$ cat src/sst_consts.svh
// register offsets, field positions and reset values of the slave transmitter
`ifndef SST_CONSTS_SVH
`define SST_CONSTS_SVH
`define SST_ADDR_W        8
`define SST_OFF_TXSC      8'h00
`define SST_OFF_RXSC      8'h04
`define SST_OFF_RATECTL   8'h08
`define SST_OFF_RXHOLD    8'h0C
`define SST_OFF_TXHOLD    8'h10
`define SST_OFF_DIVHI     8'h14
`define SST_OFF_DIVLO     8'h18
`define SST_OFF_INTCTL    8'h1C
`define SST_OFF_PIRQ      8'h20
`define SST_OFF_POWER     8'h24
`define SST_TXSC_CLOCK_SOURCE_SELECT     7
`define SST_TXSC_TX9      6
`define SST_TXSC_TRANSMITTER_ENABLE     5
`define SST_TXSC_SYNC     4
`define SST_TXSC_SHIFT_REGISTER_EMPTY     1
`define SST_TXSC_NINTH_TRANSMIT_BIT     0
`define SST_TXSC_WMASK    8'hFD
`define SST_RXSC_SERIAL_PORT_ENABLE     7
`define SST_RXSC_SINGLE_RECEIVE_ENABLE     5
`define SST_RXSC_CONTINUOUS_RECEIVE_ENABLE     4
`define SST_RXSC_WMASK    8'hF9
`define SST_RATE_CKPOL    4
`define SST_RATE_WMASK    8'h1B
`define SST_INT_GIE       7
`define SST_INT_PERIPHERAL_INTERRUPT_ENABLE      6
`define SST_PIRQ_TXIE     0
`define SST_PIRQ_TXIF     1
`define SST_POWER_SLEEP   0
`define SST_RST_BYTE      8'h00
`define SST_IDLE_LEVEL    1'b1
`define SST_RESP_OKAY     2'h0
`define SST_RESP_SLVERR   2'h2
`define SST_BITS_NARROW   4'h8
`define SST_BITS_WIDE     4'h9
`endif

$ cat src/sst_pkg.sv
// types shared by the slave transmitter modules
package sst_pkg;
  typedef logic [7:0] sst_byte_t;
  typedef logic [8:0] sst_word_t;
  typedef logic [1:0] sst_resp_t;
  typedef enum logic [1:0] {
    SST_SH_IDLE  = 2'b01,
    SST_SH_SHIFT = 2'b10
  } sst_shift_e;
endpackage

$ cat src/sst_shift_if.sv
// carrier between the register side and the shift engine
`timescale 1ns/1ps
interface sst_shift_if;
  logic              run;
  logic              load;
  logic              nine;
  logic              fall_edge;
  sst_pkg::sst_word_t word;
  logic              empty;
  logic              data_bit;
  modport ctrl    (output run, load, nine, fall_edge, word, input empty, data_bit);
  modport shifter (input run, load, nine, fall_edge, word, output empty, data_bit);
endinterface

$ cat src/sst_shifter.sv
// transmit shift register clocked by aclk, stepped on the selected edge of the synchronised shift clock
`timescale 1ns/1ps
`include "sst_consts.svh"
module sst_shifter (
  input  wire logic aclk,      // system clock
  input  wire logic aresetn,   // sync reset, active low
  input  wire logic sclk_sync, // synchronised shift clock
  sst_shift_if.shifter sif     // control from register side
);
  sst_pkg::sst_shift_e state_reg, state_next;
  sst_pkg::sst_word_t  sr_reg, sr_next;
  logic [3:0]          cnt_reg, cnt_next;
  logic                data_reg, data_next;
  logic                prev_reg, prev_next;
  logic                edge_hit;
  logic [3:0]          len;

  assign sif.empty    = (state_reg == sst_pkg::SST_SH_IDLE);
  assign sif.data_bit = data_reg;

  always_comb begin
    prev_next  = sclk_sync;
    edge_hit   = sif.fall_edge ? (prev_reg & ~sclk_sync) : (~prev_reg & sclk_sync);
    len        = sif.nine ? `SST_BITS_WIDE : `SST_BITS_NARROW;
    state_next = state_reg;
    sr_next    = sr_reg;
    cnt_next   = cnt_reg;
    data_next  = data_reg;
    if (!sif.run) begin
      state_next = sst_pkg::SST_SH_IDLE;
      data_next  = `SST_IDLE_LEVEL;
    end else begin
      unique case (state_reg)
        sst_pkg::SST_SH_IDLE: begin
          if (sif.load) begin
            // first bit out at once, lsb first
            data_next  = sif.word[0];
            sr_next    = sif.word >> 1;
            cnt_next   = 4'h1;
            state_next = sst_pkg::SST_SH_SHIFT;
          end
        end
        sst_pkg::SST_SH_SHIFT: begin
          if (edge_hit) begin
            if (cnt_reg == len) begin
              state_next = sst_pkg::SST_SH_IDLE;
              data_next  = `SST_IDLE_LEVEL;
            end else begin
              data_next = sr_reg[0];
              sr_next   = sr_reg >> 1;
              cnt_next  = cnt_reg + 4'h1;
            end
          end
        end
      endcase
    end
  end

  always_ff @(posedge aclk) begin
    if (!aresetn) begin
      state_reg <= sst_pkg::SST_SH_IDLE;
      sr_reg    <= '0;
      cnt_reg   <= 4'h0;
      data_reg  <= `SST_IDLE_LEVEL;
      prev_reg  <= 1'b0;
    end else begin
      state_reg <= state_next;
      sr_reg    <= sr_next;
      cnt_reg   <= cnt_next;
      data_reg  <= data_next;
      prev_reg  <= prev_next;
    end
  end
endmodule

$ cat src/sst_sync2.sv
// two-flop synchroniser for pins from outside the clock domain
`timescale 1ns/1ps
module sst_sync2 #(
  parameter int W = 1
) (
  input  wire logic         aclk,    // system clock
  input  wire logic         aresetn, // sync reset, active low
  input  wire logic [W-1:0] d,       // asynchronous input
  output logic      [W-1:0] q        // synchronised output
);
  logic [W-1:0] meta_reg;
  logic [W-1:0] meta_next;
  logic [W-1:0] q_next;

  always_comb begin
    meta_next = d;
    q_next    = meta_reg;
  end

  always_ff @(posedge aclk) begin
    if (!aresetn) begin
      meta_reg <= '0;
      q        <= '0;
    end else begin
      meta_reg <= meta_next;
      q        <= q_next;
    end
  end
endmodule

$ cat src/sst_top.sv
// synchronous slave serial transmitter with AXI4-Lite register access
//
// Our own choices: the placing of the registers and the AXI4-Lite register port.
`timescale 1ns/1ps
`include "sst_consts.svh"
module sst_top (
  input  wire logic                   aclk,           // system clock
  input  wire logic                   aresetn,        // sync reset, active low
  input  wire logic [`SST_ADDR_W-1:0] s_axi_awaddr,   // write address
  input  wire logic                   s_axi_awvalid,  // write address valid
  output logic                        s_axi_awready,  // write address ready
  input  wire logic [31:0]            s_axi_wdata,    // write data
  input  wire logic [3:0]             s_axi_wstrb,    // write byte enables
  input  wire logic                   s_axi_wvalid,   // write data valid
  output logic                        s_axi_wready,   // write data ready
  output logic [1:0]                  s_axi_bresp,    // write response
  output logic                        s_axi_bvalid,   // write response valid
  input  wire logic                   s_axi_bready,   // write response ready
  input  wire logic [`SST_ADDR_W-1:0] s_axi_araddr,   // read address
  input  wire logic                   s_axi_arvalid,  // read address valid
  output logic                        s_axi_arready,  // read address ready
  output logic [31:0]                 s_axi_rdata,    // read data
  output logic [1:0]                  s_axi_rresp,    // read response
  output logic                        s_axi_rvalid,   // read data valid
  input  wire logic                   s_axi_rready,   // read data ready
  input  wire logic                   shift_clock_i,  // shift clock pin, input
  output logic                        shift_clock_o,  // shift clock pin, output
  output logic                        shift_clock_oe, // shift clock pin, drive enable
  output logic                        data_pin_o,     // data pin, output
  output logic                        data_pin_oe,    // data pin, drive enable
  output logic                        irq,            // transmit interrupt to cpu
  output logic                        wake,           // wake from sleep, pulse
  output logic                        vector_req      // branch to interrupt vector, pulse
);
  sst_shift_if sif ();

  logic sclk_sync;

  // register file
  sst_pkg::sst_byte_t txsc_reg, txsc_next;
  sst_pkg::sst_byte_t rxsc_reg, rxsc_next;
  sst_pkg::sst_byte_t rate_reg, rate_next;
  sst_pkg::sst_byte_t divhi_reg, divhi_next;
  sst_pkg::sst_byte_t divlo_reg, divlo_next;
  sst_pkg::sst_byte_t intctl_reg, intctl_next;
  logic               txie_reg, txie_next;
  logic               sleep_reg, sleep_next;
  sst_pkg::sst_byte_t hold_reg, hold_next;
  logic               hold_full_reg, hold_full_next;
  logic               load_reg, load_next;
  sst_pkg::sst_word_t word_reg, word_next;
  logic               irq_reg, irq_next;
  logic               wake_reg, wake_next;
  logic               vec_reg, vec_next;
  logic               dout_reg, dout_next;
  logic               doe_reg, doe_next;

  // bus state
  logic [`SST_ADDR_W-1:0] awaddr_reg, awaddr_next;
  logic [31:0]            wdata_reg, wdata_next;
  logic [3:0]             wstrb_reg, wstrb_next;
  logic                   aw_full_reg, aw_full_next;
  logic                   w_full_reg, w_full_next;
  logic                   awready_reg, awready_next;
  logic                   wready_reg, wready_next;
  logic                   bvalid_reg, bvalid_next;
  sst_pkg::sst_resp_t     bresp_reg, bresp_next;
  logic                   arready_reg, arready_next;
  logic                   rvalid_reg, rvalid_next;
  sst_pkg::sst_resp_t     rresp_reg, rresp_next;
  logic [31:0]            rdata_reg, rdata_next;

  logic active;
  logic xfer;
  logic do_wr;
  logic wr_en;
  logic wr_hold;
  logic shift_register_empty;

  function automatic logic addr_mapped(input logic [`SST_ADDR_W-1:0] a);
    unique case (a)
      `SST_OFF_TXSC, `SST_OFF_RXSC, `SST_OFF_RATECTL, `SST_OFF_RXHOLD,
      `SST_OFF_TXHOLD, `SST_OFF_DIVHI, `SST_OFF_DIVLO, `SST_OFF_INTCTL,
      `SST_OFF_PIRQ, `SST_OFF_POWER: addr_mapped = 1'b1;
      default:                       addr_mapped = 1'b0;
    endcase
  endfunction

  function automatic logic wr_hit(input logic [`SST_ADDR_W-1:0] a,
                                  input logic [`SST_ADDR_W-1:0] off,
                                  input logic                   en);
    wr_hit = en && (a == off);
  endfunction

  sst_sync2 #(
    .W (1)
  ) u_sync (
    .aclk    (aclk),
    .aresetn (aresetn),
    .d       (shift_clock_i),
    .q       (sclk_sync)
  );

  sst_shifter u_shifter (
    .aclk      (aclk),
    .aresetn   (aresetn),
    .sclk_sync (sclk_sync),
    .sif       (sif)
  );

  // slave transmit path is live only with clock source select clear
  assign active = rxsc_reg[`SST_RXSC_SERIAL_PORT_ENABLE] & txsc_reg[`SST_TXSC_SYNC]
                & ~txsc_reg[`SST_TXSC_CLOCK_SOURCE_SELECT] & txsc_reg[`SST_TXSC_TRANSMITTER_ENABLE];
  // a write to the holding register in the same cycle defers the hand-over by one cycle
  assign xfer   = active & hold_full_reg & sif.empty & ~load_reg & ~wr_hold;
  assign shift_register_empty   = sif.empty & ~load_reg;

  assign sif.run       = active;
  assign sif.load      = load_reg;
  assign sif.word      = word_reg;
  assign sif.nine      = txsc_reg[`SST_TXSC_TX9];
  assign sif.fall_edge = rate_reg[`SST_RATE_CKPOL];

  // write channel
  always_comb begin
    awaddr_next  = awaddr_reg;
    wdata_next   = wdata_reg;
    wstrb_next   = wstrb_reg;
    aw_full_next = aw_full_reg;
    w_full_next  = w_full_reg;
    bvalid_next  = bvalid_reg;
    bresp_next   = bresp_reg;
    do_wr        = aw_full_reg & w_full_reg & ~bvalid_reg;
    if (s_axi_awvalid && awready_reg) begin
      awaddr_next  = s_axi_awaddr;
      aw_full_next = 1'b1;
    end
    if (s_axi_wvalid && wready_reg) begin
      wdata_next  = s_axi_wdata;
      wstrb_next  = s_axi_wstrb;
      w_full_next = 1'b1;
    end
    if (do_wr) begin
      aw_full_next = 1'b0;
      w_full_next  = 1'b0;
      bvalid_next  = 1'b1;
      bresp_next   = addr_mapped(awaddr_reg) ? `SST_RESP_OKAY : `SST_RESP_SLVERR;
    end else if (bvalid_reg && s_axi_bready) begin
      bvalid_next = 1'b0;
    end
    awready_next = ~aw_full_next & ~bvalid_next;
    wready_next  = ~w_full_next & ~bvalid_next;
  end

  // read channel
  always_comb begin
    arready_next = arready_reg;
    rvalid_next  = rvalid_reg;
    rresp_next   = rresp_reg;
    rdata_next   = rdata_reg;
    if (s_axi_arvalid && arready_reg) begin
      rvalid_next = 1'b1;
      rresp_next  = addr_mapped(s_axi_araddr) ? `SST_RESP_OKAY : `SST_RESP_SLVERR;
      rdata_next  = 32'h0000_0000;
      unique case (s_axi_araddr)
        `SST_OFF_TXSC:    rdata_next[7:0] = {txsc_reg[7:2], shift_register_empty, txsc_reg[0]};
        `SST_OFF_RXSC:    rdata_next[7:0] = rxsc_reg;
        `SST_OFF_RATECTL: rdata_next[7:0] = rate_reg;
        `SST_OFF_DIVHI:   rdata_next[7:0] = divhi_reg;
        `SST_OFF_DIVLO:   rdata_next[7:0] = divlo_reg;
        `SST_OFF_INTCTL:  rdata_next[7:0] = intctl_reg;
        `SST_OFF_PIRQ:    rdata_next[1:0] = {~hold_full_reg, txie_reg};
        `SST_OFF_POWER:   rdata_next[0]   = sleep_reg;
        default:          rdata_next      = 32'h0000_0000;
      endcase
    end else if (rvalid_reg && s_axi_rready) begin
      rvalid_next = 1'b0;
    end
    arready_next = ~rvalid_next;
  end

  // register writes, hand-over and sleep
  always_comb begin
    wr_en          = do_wr & wstrb_reg[0];
    wr_hold        = wr_hit(awaddr_reg, `SST_OFF_TXHOLD, wr_en);
    txsc_next      = txsc_reg;
    rxsc_next      = rxsc_reg;
    rate_next      = rate_reg;
    divhi_next     = divhi_reg;
    divlo_next     = divlo_reg;
    intctl_next    = intctl_reg;
    txie_next      = txie_reg;
    sleep_next     = sleep_reg;
    hold_next      = hold_reg;
    hold_full_next = hold_full_reg;
    word_next      = word_reg;
    load_next      = 1'b0;
    wake_next      = 1'b0;
    vec_next       = 1'b0;
    if (wr_hit(awaddr_reg, `SST_OFF_TXSC, wr_en)) begin
      txsc_next = wdata_reg[7:0] & `SST_TXSC_WMASK;
    end
    if (wr_hit(awaddr_reg, `SST_OFF_RXSC, wr_en)) begin
      rxsc_next = wdata_reg[7:0] & `SST_RXSC_WMASK;
    end
    if (wr_hit(awaddr_reg, `SST_OFF_RATECTL, wr_en)) begin
      rate_next = wdata_reg[7:0] & `SST_RATE_WMASK;
    end
    if (wr_hit(awaddr_reg, `SST_OFF_DIVHI, wr_en)) begin
      divhi_next = wdata_reg[7:0];
    end
    if (wr_hit(awaddr_reg, `SST_OFF_DIVLO, wr_en)) begin
      divlo_next = wdata_reg[7:0];
    end
    if (wr_hit(awaddr_reg, `SST_OFF_INTCTL, wr_en)) begin
      intctl_next = wdata_reg[7:0];
    end
    if (wr_hit(awaddr_reg, `SST_OFF_PIRQ, wr_en)) begin
      txie_next = wdata_reg[`SST_PIRQ_TXIE];
    end
    if (wr_hit(awaddr_reg, `SST_OFF_POWER, wr_en)) begin
      sleep_next = wdata_reg[`SST_POWER_SLEEP];
    end
    if (wr_hold) begin
      // new data clears the empty flag; an unsent word is overwritten
      hold_next      = wdata_reg[7:0];
      hold_full_next = 1'b1;
    end
    if (xfer) begin
      // ninth bit captured at hand-over
      word_next      = {txsc_reg[`SST_TXSC_NINTH_TRANSMIT_BIT], hold_reg};
      load_next      = 1'b1;
      hold_full_next = 1'b0;
      if (sleep_reg && txie_reg) begin
        sleep_next = 1'b0;
        wake_next  = 1'b1;
        vec_next   = intctl_reg[`SST_INT_GIE] & intctl_reg[`SST_INT_PERIPHERAL_INTERRUPT_ENABLE];
      end
    end
    irq_next  = ~hold_full_next & txie_next & intctl_next[`SST_INT_GIE] & intctl_next[`SST_INT_PERIPHERAL_INTERRUPT_ENABLE];
    dout_next = active ? sif.data_bit : `SST_IDLE_LEVEL;
    doe_next  = active;
  end

  always_ff @(posedge aclk) begin
    if (!aresetn) begin
      awaddr_reg  <= '0;
      wdata_reg   <= 32'h0000_0000;
      wstrb_reg   <= 4'h0;
      aw_full_reg <= 1'b0;
      w_full_reg  <= 1'b0;
      awready_reg <= 1'b0;
      wready_reg  <= 1'b0;
      bvalid_reg  <= 1'b0;
      bresp_reg   <= `SST_RESP_OKAY;
      arready_reg <= 1'b0;
      rvalid_reg  <= 1'b0;
      rresp_reg   <= `SST_RESP_OKAY;
      rdata_reg   <= 32'h0000_0000;
    end else begin
      awaddr_reg  <= awaddr_next;
      wdata_reg   <= wdata_next;
      wstrb_reg   <= wstrb_next;
      aw_full_reg <= aw_full_next;
      w_full_reg  <= w_full_next;
      awready_reg <= awready_next;
      wready_reg  <= wready_next;
      bvalid_reg  <= bvalid_next;
      bresp_reg   <= bresp_next;
      arready_reg <= arready_next;
      rvalid_reg  <= rvalid_next;
      rresp_reg   <= rresp_next;
      rdata_reg   <= rdata_next;
    end
  end

  always_ff @(posedge aclk) begin
    if (!aresetn) begin
      txsc_reg      <= `SST_RST_BYTE;
      rxsc_reg      <= `SST_RST_BYTE;
      rate_reg      <= `SST_RST_BYTE;
      divhi_reg     <= `SST_RST_BYTE;
      divlo_reg     <= `SST_RST_BYTE;
      intctl_reg    <= `SST_RST_BYTE;
      txie_reg      <= 1'b0;
      sleep_reg     <= 1'b0;
      hold_reg      <= `SST_RST_BYTE;
      hold_full_reg <= 1'b0;
      word_reg      <= '0;
      load_reg      <= 1'b0;
      irq_reg       <= 1'b0;
      wake_reg      <= 1'b0;
      vec_reg       <= 1'b0;
      dout_reg      <= `SST_IDLE_LEVEL;
      doe_reg       <= 1'b0;
    end else begin
      txsc_reg      <= txsc_next;
      rxsc_reg      <= rxsc_next;
      rate_reg      <= rate_next;
      divhi_reg     <= divhi_next;
      divlo_reg     <= divlo_next;
      intctl_reg    <= intctl_next;
      txie_reg      <= txie_next;
      sleep_reg     <= sleep_next;
      hold_reg      <= hold_next;
      hold_full_reg <= hold_full_next;
      word_reg      <= word_next;
      load_reg      <= load_next;
      irq_reg       <= irq_next;
      wake_reg      <= wake_next;
      vec_reg       <= vec_next;
      dout_reg      <= dout_next;
      doe_reg       <= doe_next;
    end
  end

  assign s_axi_awready  = awready_reg;
  assign s_axi_wready   = wready_reg;
  assign s_axi_bvalid   = bvalid_reg;
  assign s_axi_bresp    = bresp_reg;
  assign s_axi_arready  = arready_reg;
  assign s_axi_rvalid   = rvalid_reg;
  assign s_axi_rresp    = rresp_reg;
  assign s_axi_rdata    = rdata_reg;
  // slave never drives the shift clock
  assign shift_clock_o  = 1'b0;
  assign shift_clock_oe = 1'b0;
  assign data_pin_o     = dout_reg;
  assign data_pin_oe    = doe_reg;
  assign irq            = irq_reg;
  assign wake           = wake_reg;
  assign vector_req     = vec_reg;
endmodule
$ cat config.mk
export PLATFORM = sky130hd
export DESIGN_NAME = sst_top
export DESIGN_NICKNAME = d
export VERILOG_FILES = /design/src/sst_pkg.sv /design/src/sst_shift_if.sv /design/src/sst_shifter.sv /design/src/sst_sync2.sv /design/src/sst_top.sv
export VERILOG_INCLUDE_DIRS = /design/src /design/src/src
export SDC_FILE = /design/constraint.sdc
export NUM_CORES = 1
export LEC_CHECK = 0
export ABC_AREA = 1
export BUFFER_PORTS_ARGS = -buffer_cell sky130_fd_sc_hd__clkbuf_2
export CAP_MARGIN = 20
export CORE_AREA = 5 5 154 82
export CTS_CLUSTER_DIAMETER = 30
export CTS_CLUSTER_SIZE = 40
export DETAILED_ROUTE_END_ITERATION = 10
export DIE_AREA = 0 0 159 87
export PLACE_DENSITY = 0.7
export SYNTH_ARGS = -nofsm -noshare
export SYNTH_HDL_FRONTEND = slang
export SYNTH_SLANG_ARGS = --single-unit
$ cat constraint.sdc
create_clock -name aclk -period 1.25 [get_ports aclk]
set_input_delay 0.25 -clock aclk [delete_from_list [all_inputs] [get_ports aclk]]
set_output_delay 0.25 -clock aclk [all_outputs]
set_load 0.05 [all_outputs]
==> metrics.yaml <==
worst_setup_path_end_kind: "flop"
largest_reg_flops: 9
start_kind: "flop"
violations: "setup timing"
fp.dieW_um: 159
maxCapViolCount: 0
critPathBufInv: 2
final_nets: 900
dp_slack_ps: -244
drive_gt1_frac: 0.412
dieArea_um2: 13800
regArea_um2: 2410
fin_util: 0.681
top_usage_layer: "met2"
gr-usage-met1: 0.319
drtIter0Drc: 557
syn_to_final_growth_pct: 45.3
syn_area_um2: 5310
drv_slew: 0
fmax_ghz: 0.667
worst_pin_slew_ps: 508
maxSlewHeadroom: 0.661
drtAntennaViolNets: 0
layout_commonest_cell: "nand2_1"
p_sw_frac: 0.257
powerDensity_nw_per_um2: 1290
ys_types: 42
skew_ps: 10.4
synth_edf_count: 0
core_area_um2: 11300
synthCells: 697
diodes: 0
yosysSeqAreaShare: 0.449
drt-total-wl_mm: 17.9
multiInputGateArea_um2: 2960
grtUsageMet3: 0.0889
leakagePower_nw: 3.26
clock_sinks: 119
combPwrFrac: 0.102
cp_slowest_stage_delay_ps: 330
wl_per_cell_um: 17.9
final_cell_count_no_fill: 1002
min_period_ps: 1500
grt_pass1_wl_mm: 26.6
dpl.hpwl_mm: 10.7
power_frac_seq: 0.395
critPathKind: "flop to flop"
h-tree-depth: 4
postCtsHoldBufs: 0
tritoncts: "built"
peakVddDrop_mv: 0.924
start_util: 0.469
die_height_um: 87
final.setup.tns_ps: -12810
cts_root_buf: "clkbuf_16"
fillers: 808
met2_usage: 0.382
io_pins: 108
drt-vias-per-instance: 5.40
final_cell_mix: "nand2_1 (101), dfxtp_1 (100), buf_4 (71)"
gp_congestion: 0.928
critical-path-top-delay-family: "simple AND/OR/NAND/NOR gates"
antenna_found_initial: 0
clockBufferDepth: 2
clock_latency_ps: 420
finalSetupViolations: 80
num_vias: 5413
dr.pass1.iters: 7
grt_pass1_vias: 5202
placed_cells: 934
clkTransAtPathRegs_ps: 50
critical_path.max_fanout: 8
p_int_mw: 7.38
grt_overflow_total: 0
rsz0062_at_grt: "yes"
synth_warnings: 0
grt_max_degree: 40
hold_violations: 0
avgSynthCellArea_um2: 7.61
power_mw: 9.94
portBuffers: 52
required_ps: 1530
async_reset_ff_frac: 0
arrival_ps: 1780
hp-class: "primary input to flop"
crit_slowest_cell: "dfxtp_2"
num_rows: 28
crit_path_cell_trace: "nor2_4 -> nand2_2 -> nor2_4 -> nand2_2 -> nor2_4 -> buf_4 -> buf_12 -> a211oi_2"
postLayoutCellArea_um2: 7710
drc: 0
ys_ff_latch: 119
finalWorstSetupSlack_ps: -250
numCtsBuffers: 17
outcome: "complete, but fails checks"
critPathMostFrequentCell: "nor2_4"
placed_cell_area_um2: 6100
hold-worst-slack_ps: 26.4
grtUsageTotal: 0.243
power_frac_clock: 0.503
p_switching_mw: 2.56
min_period_over_period: 1.20
synthFlopType: "dfxtp_1"
## layout make-up
class / instances / area share
clock buffer: 24 / 0.0612
clock inverter: 8 / 0.0157
sequential: 119 / 0.313
inverter: 68 / 0.0381
multi-input combinational: 487 / 0.384
timing repair buffer: 145 / 0.162
tap: 150 / 0.0243
timing repair inverter: 1 / 0.000811
## cells in the mapped netlist (2+ instances only)
cell type | n | area [µm²]
a211oi_1 | 22 | 165
a211oi_2 | 5 | 62.6
a21oi_1 | 61 | 305
a21oi_2 | 2 | 17.5
buf_2 | 2 | 10.0
buf_4 | 30 | 225
buf_6 | 6 | 67.6
clkbuf_1 | 13 | 48.8
clkinv_1 | 2 | 7.51
dfxtp_1 | 119 | 2380
inv_1 | 60 | 225
inv_2 | 6 | 22.5
nand2_1 | 125 | 469
nand2_2 | 6 | 37.5
nand3_1 | 48 | 240
nand4_1 | 3 | 18.8
nor2_1 | 89 | 334
nor2_2 | 6 | 37.5
nor2_4 | 8 | 90.1
nor2_8 | 2 | 40.0
nor3_1 | 3 | 15.0
o211ai_1 | 2 | 15.0
o21ai_0 | 53 | 265
o21ai_1 | 2 | 10.0
o21ai_2 | 2 | 17.5
o21bai_1 | 3 | 22.5
xor2_1 | 2 | 17.5
## path summary, 6_finish.rpt
kind | depth (start not counted) | to | slack (ps) | startpoint
setup / recovery | 8 | divlo_reg[4] | -250 | awaddr_reg[0]
hold / removal | 3 | u_sync.meta_reg | 30 | shift_clock_i
setup reg to reg | 8 | divlo_reg[4] | -250 | awaddr_reg[0]
hold reg to reg | 2 | u_sync.q | 430 | u_sync.meta_reg
## routing by layer
layer	share of wire	routed length (µm)	vias up
li1	-	-	2519
met1	0.42	7570	2562
met2	0.45	8060	294
met3	0.11	1910	38
met4	0.019	346	0
met5	0	0	-
## worst register-to-register path: cells and delay by family (launching register included)
| family | cells | cell delay, ps |
|---|---|---|
| buf+inv | 2 | 280 |
| flops | 1 | 330 |
| simple gates | 5 | 670 |
| compound gates | 1 | 70 |
## timing repair
action / in CTS / in global routing
pin swaps: 36 / 31
setup endpoints to repair: 96 / 93
resized for setup: 121 / 97
gates cloned: 4 / 0
buffers inserted: 16 / 17
## cell families after synthesis
| group | synth area share |
|---|---|
| simple gates | 0.259 |
| flops | 0.449 |
| other cells | 0.000707 |
| xor+xnor | 0.00495 |
| buf+inv | 0.115 |
| fa+ha+maj | 0.00236 |
| compound gates | 0.169 |
## power by group through the flow
| stage | logic [mW] | registers [mW] | clock network [mW] |
|---|---|---|---|
| detailed placement | 0.870 | 4.00 | 0 |
| floorplan | 0.585 | 4.07 | 0 |
| global route | 1.08 | 3.93 | 5.21 |
| finish | 1.02 | 3.93 | 5.00 |
| CTS | 0.942 | 3.93 | 4.96 |
| global placement | 0.851 | 3.99 | 0 |
Power figures use the tool's default switching activity.
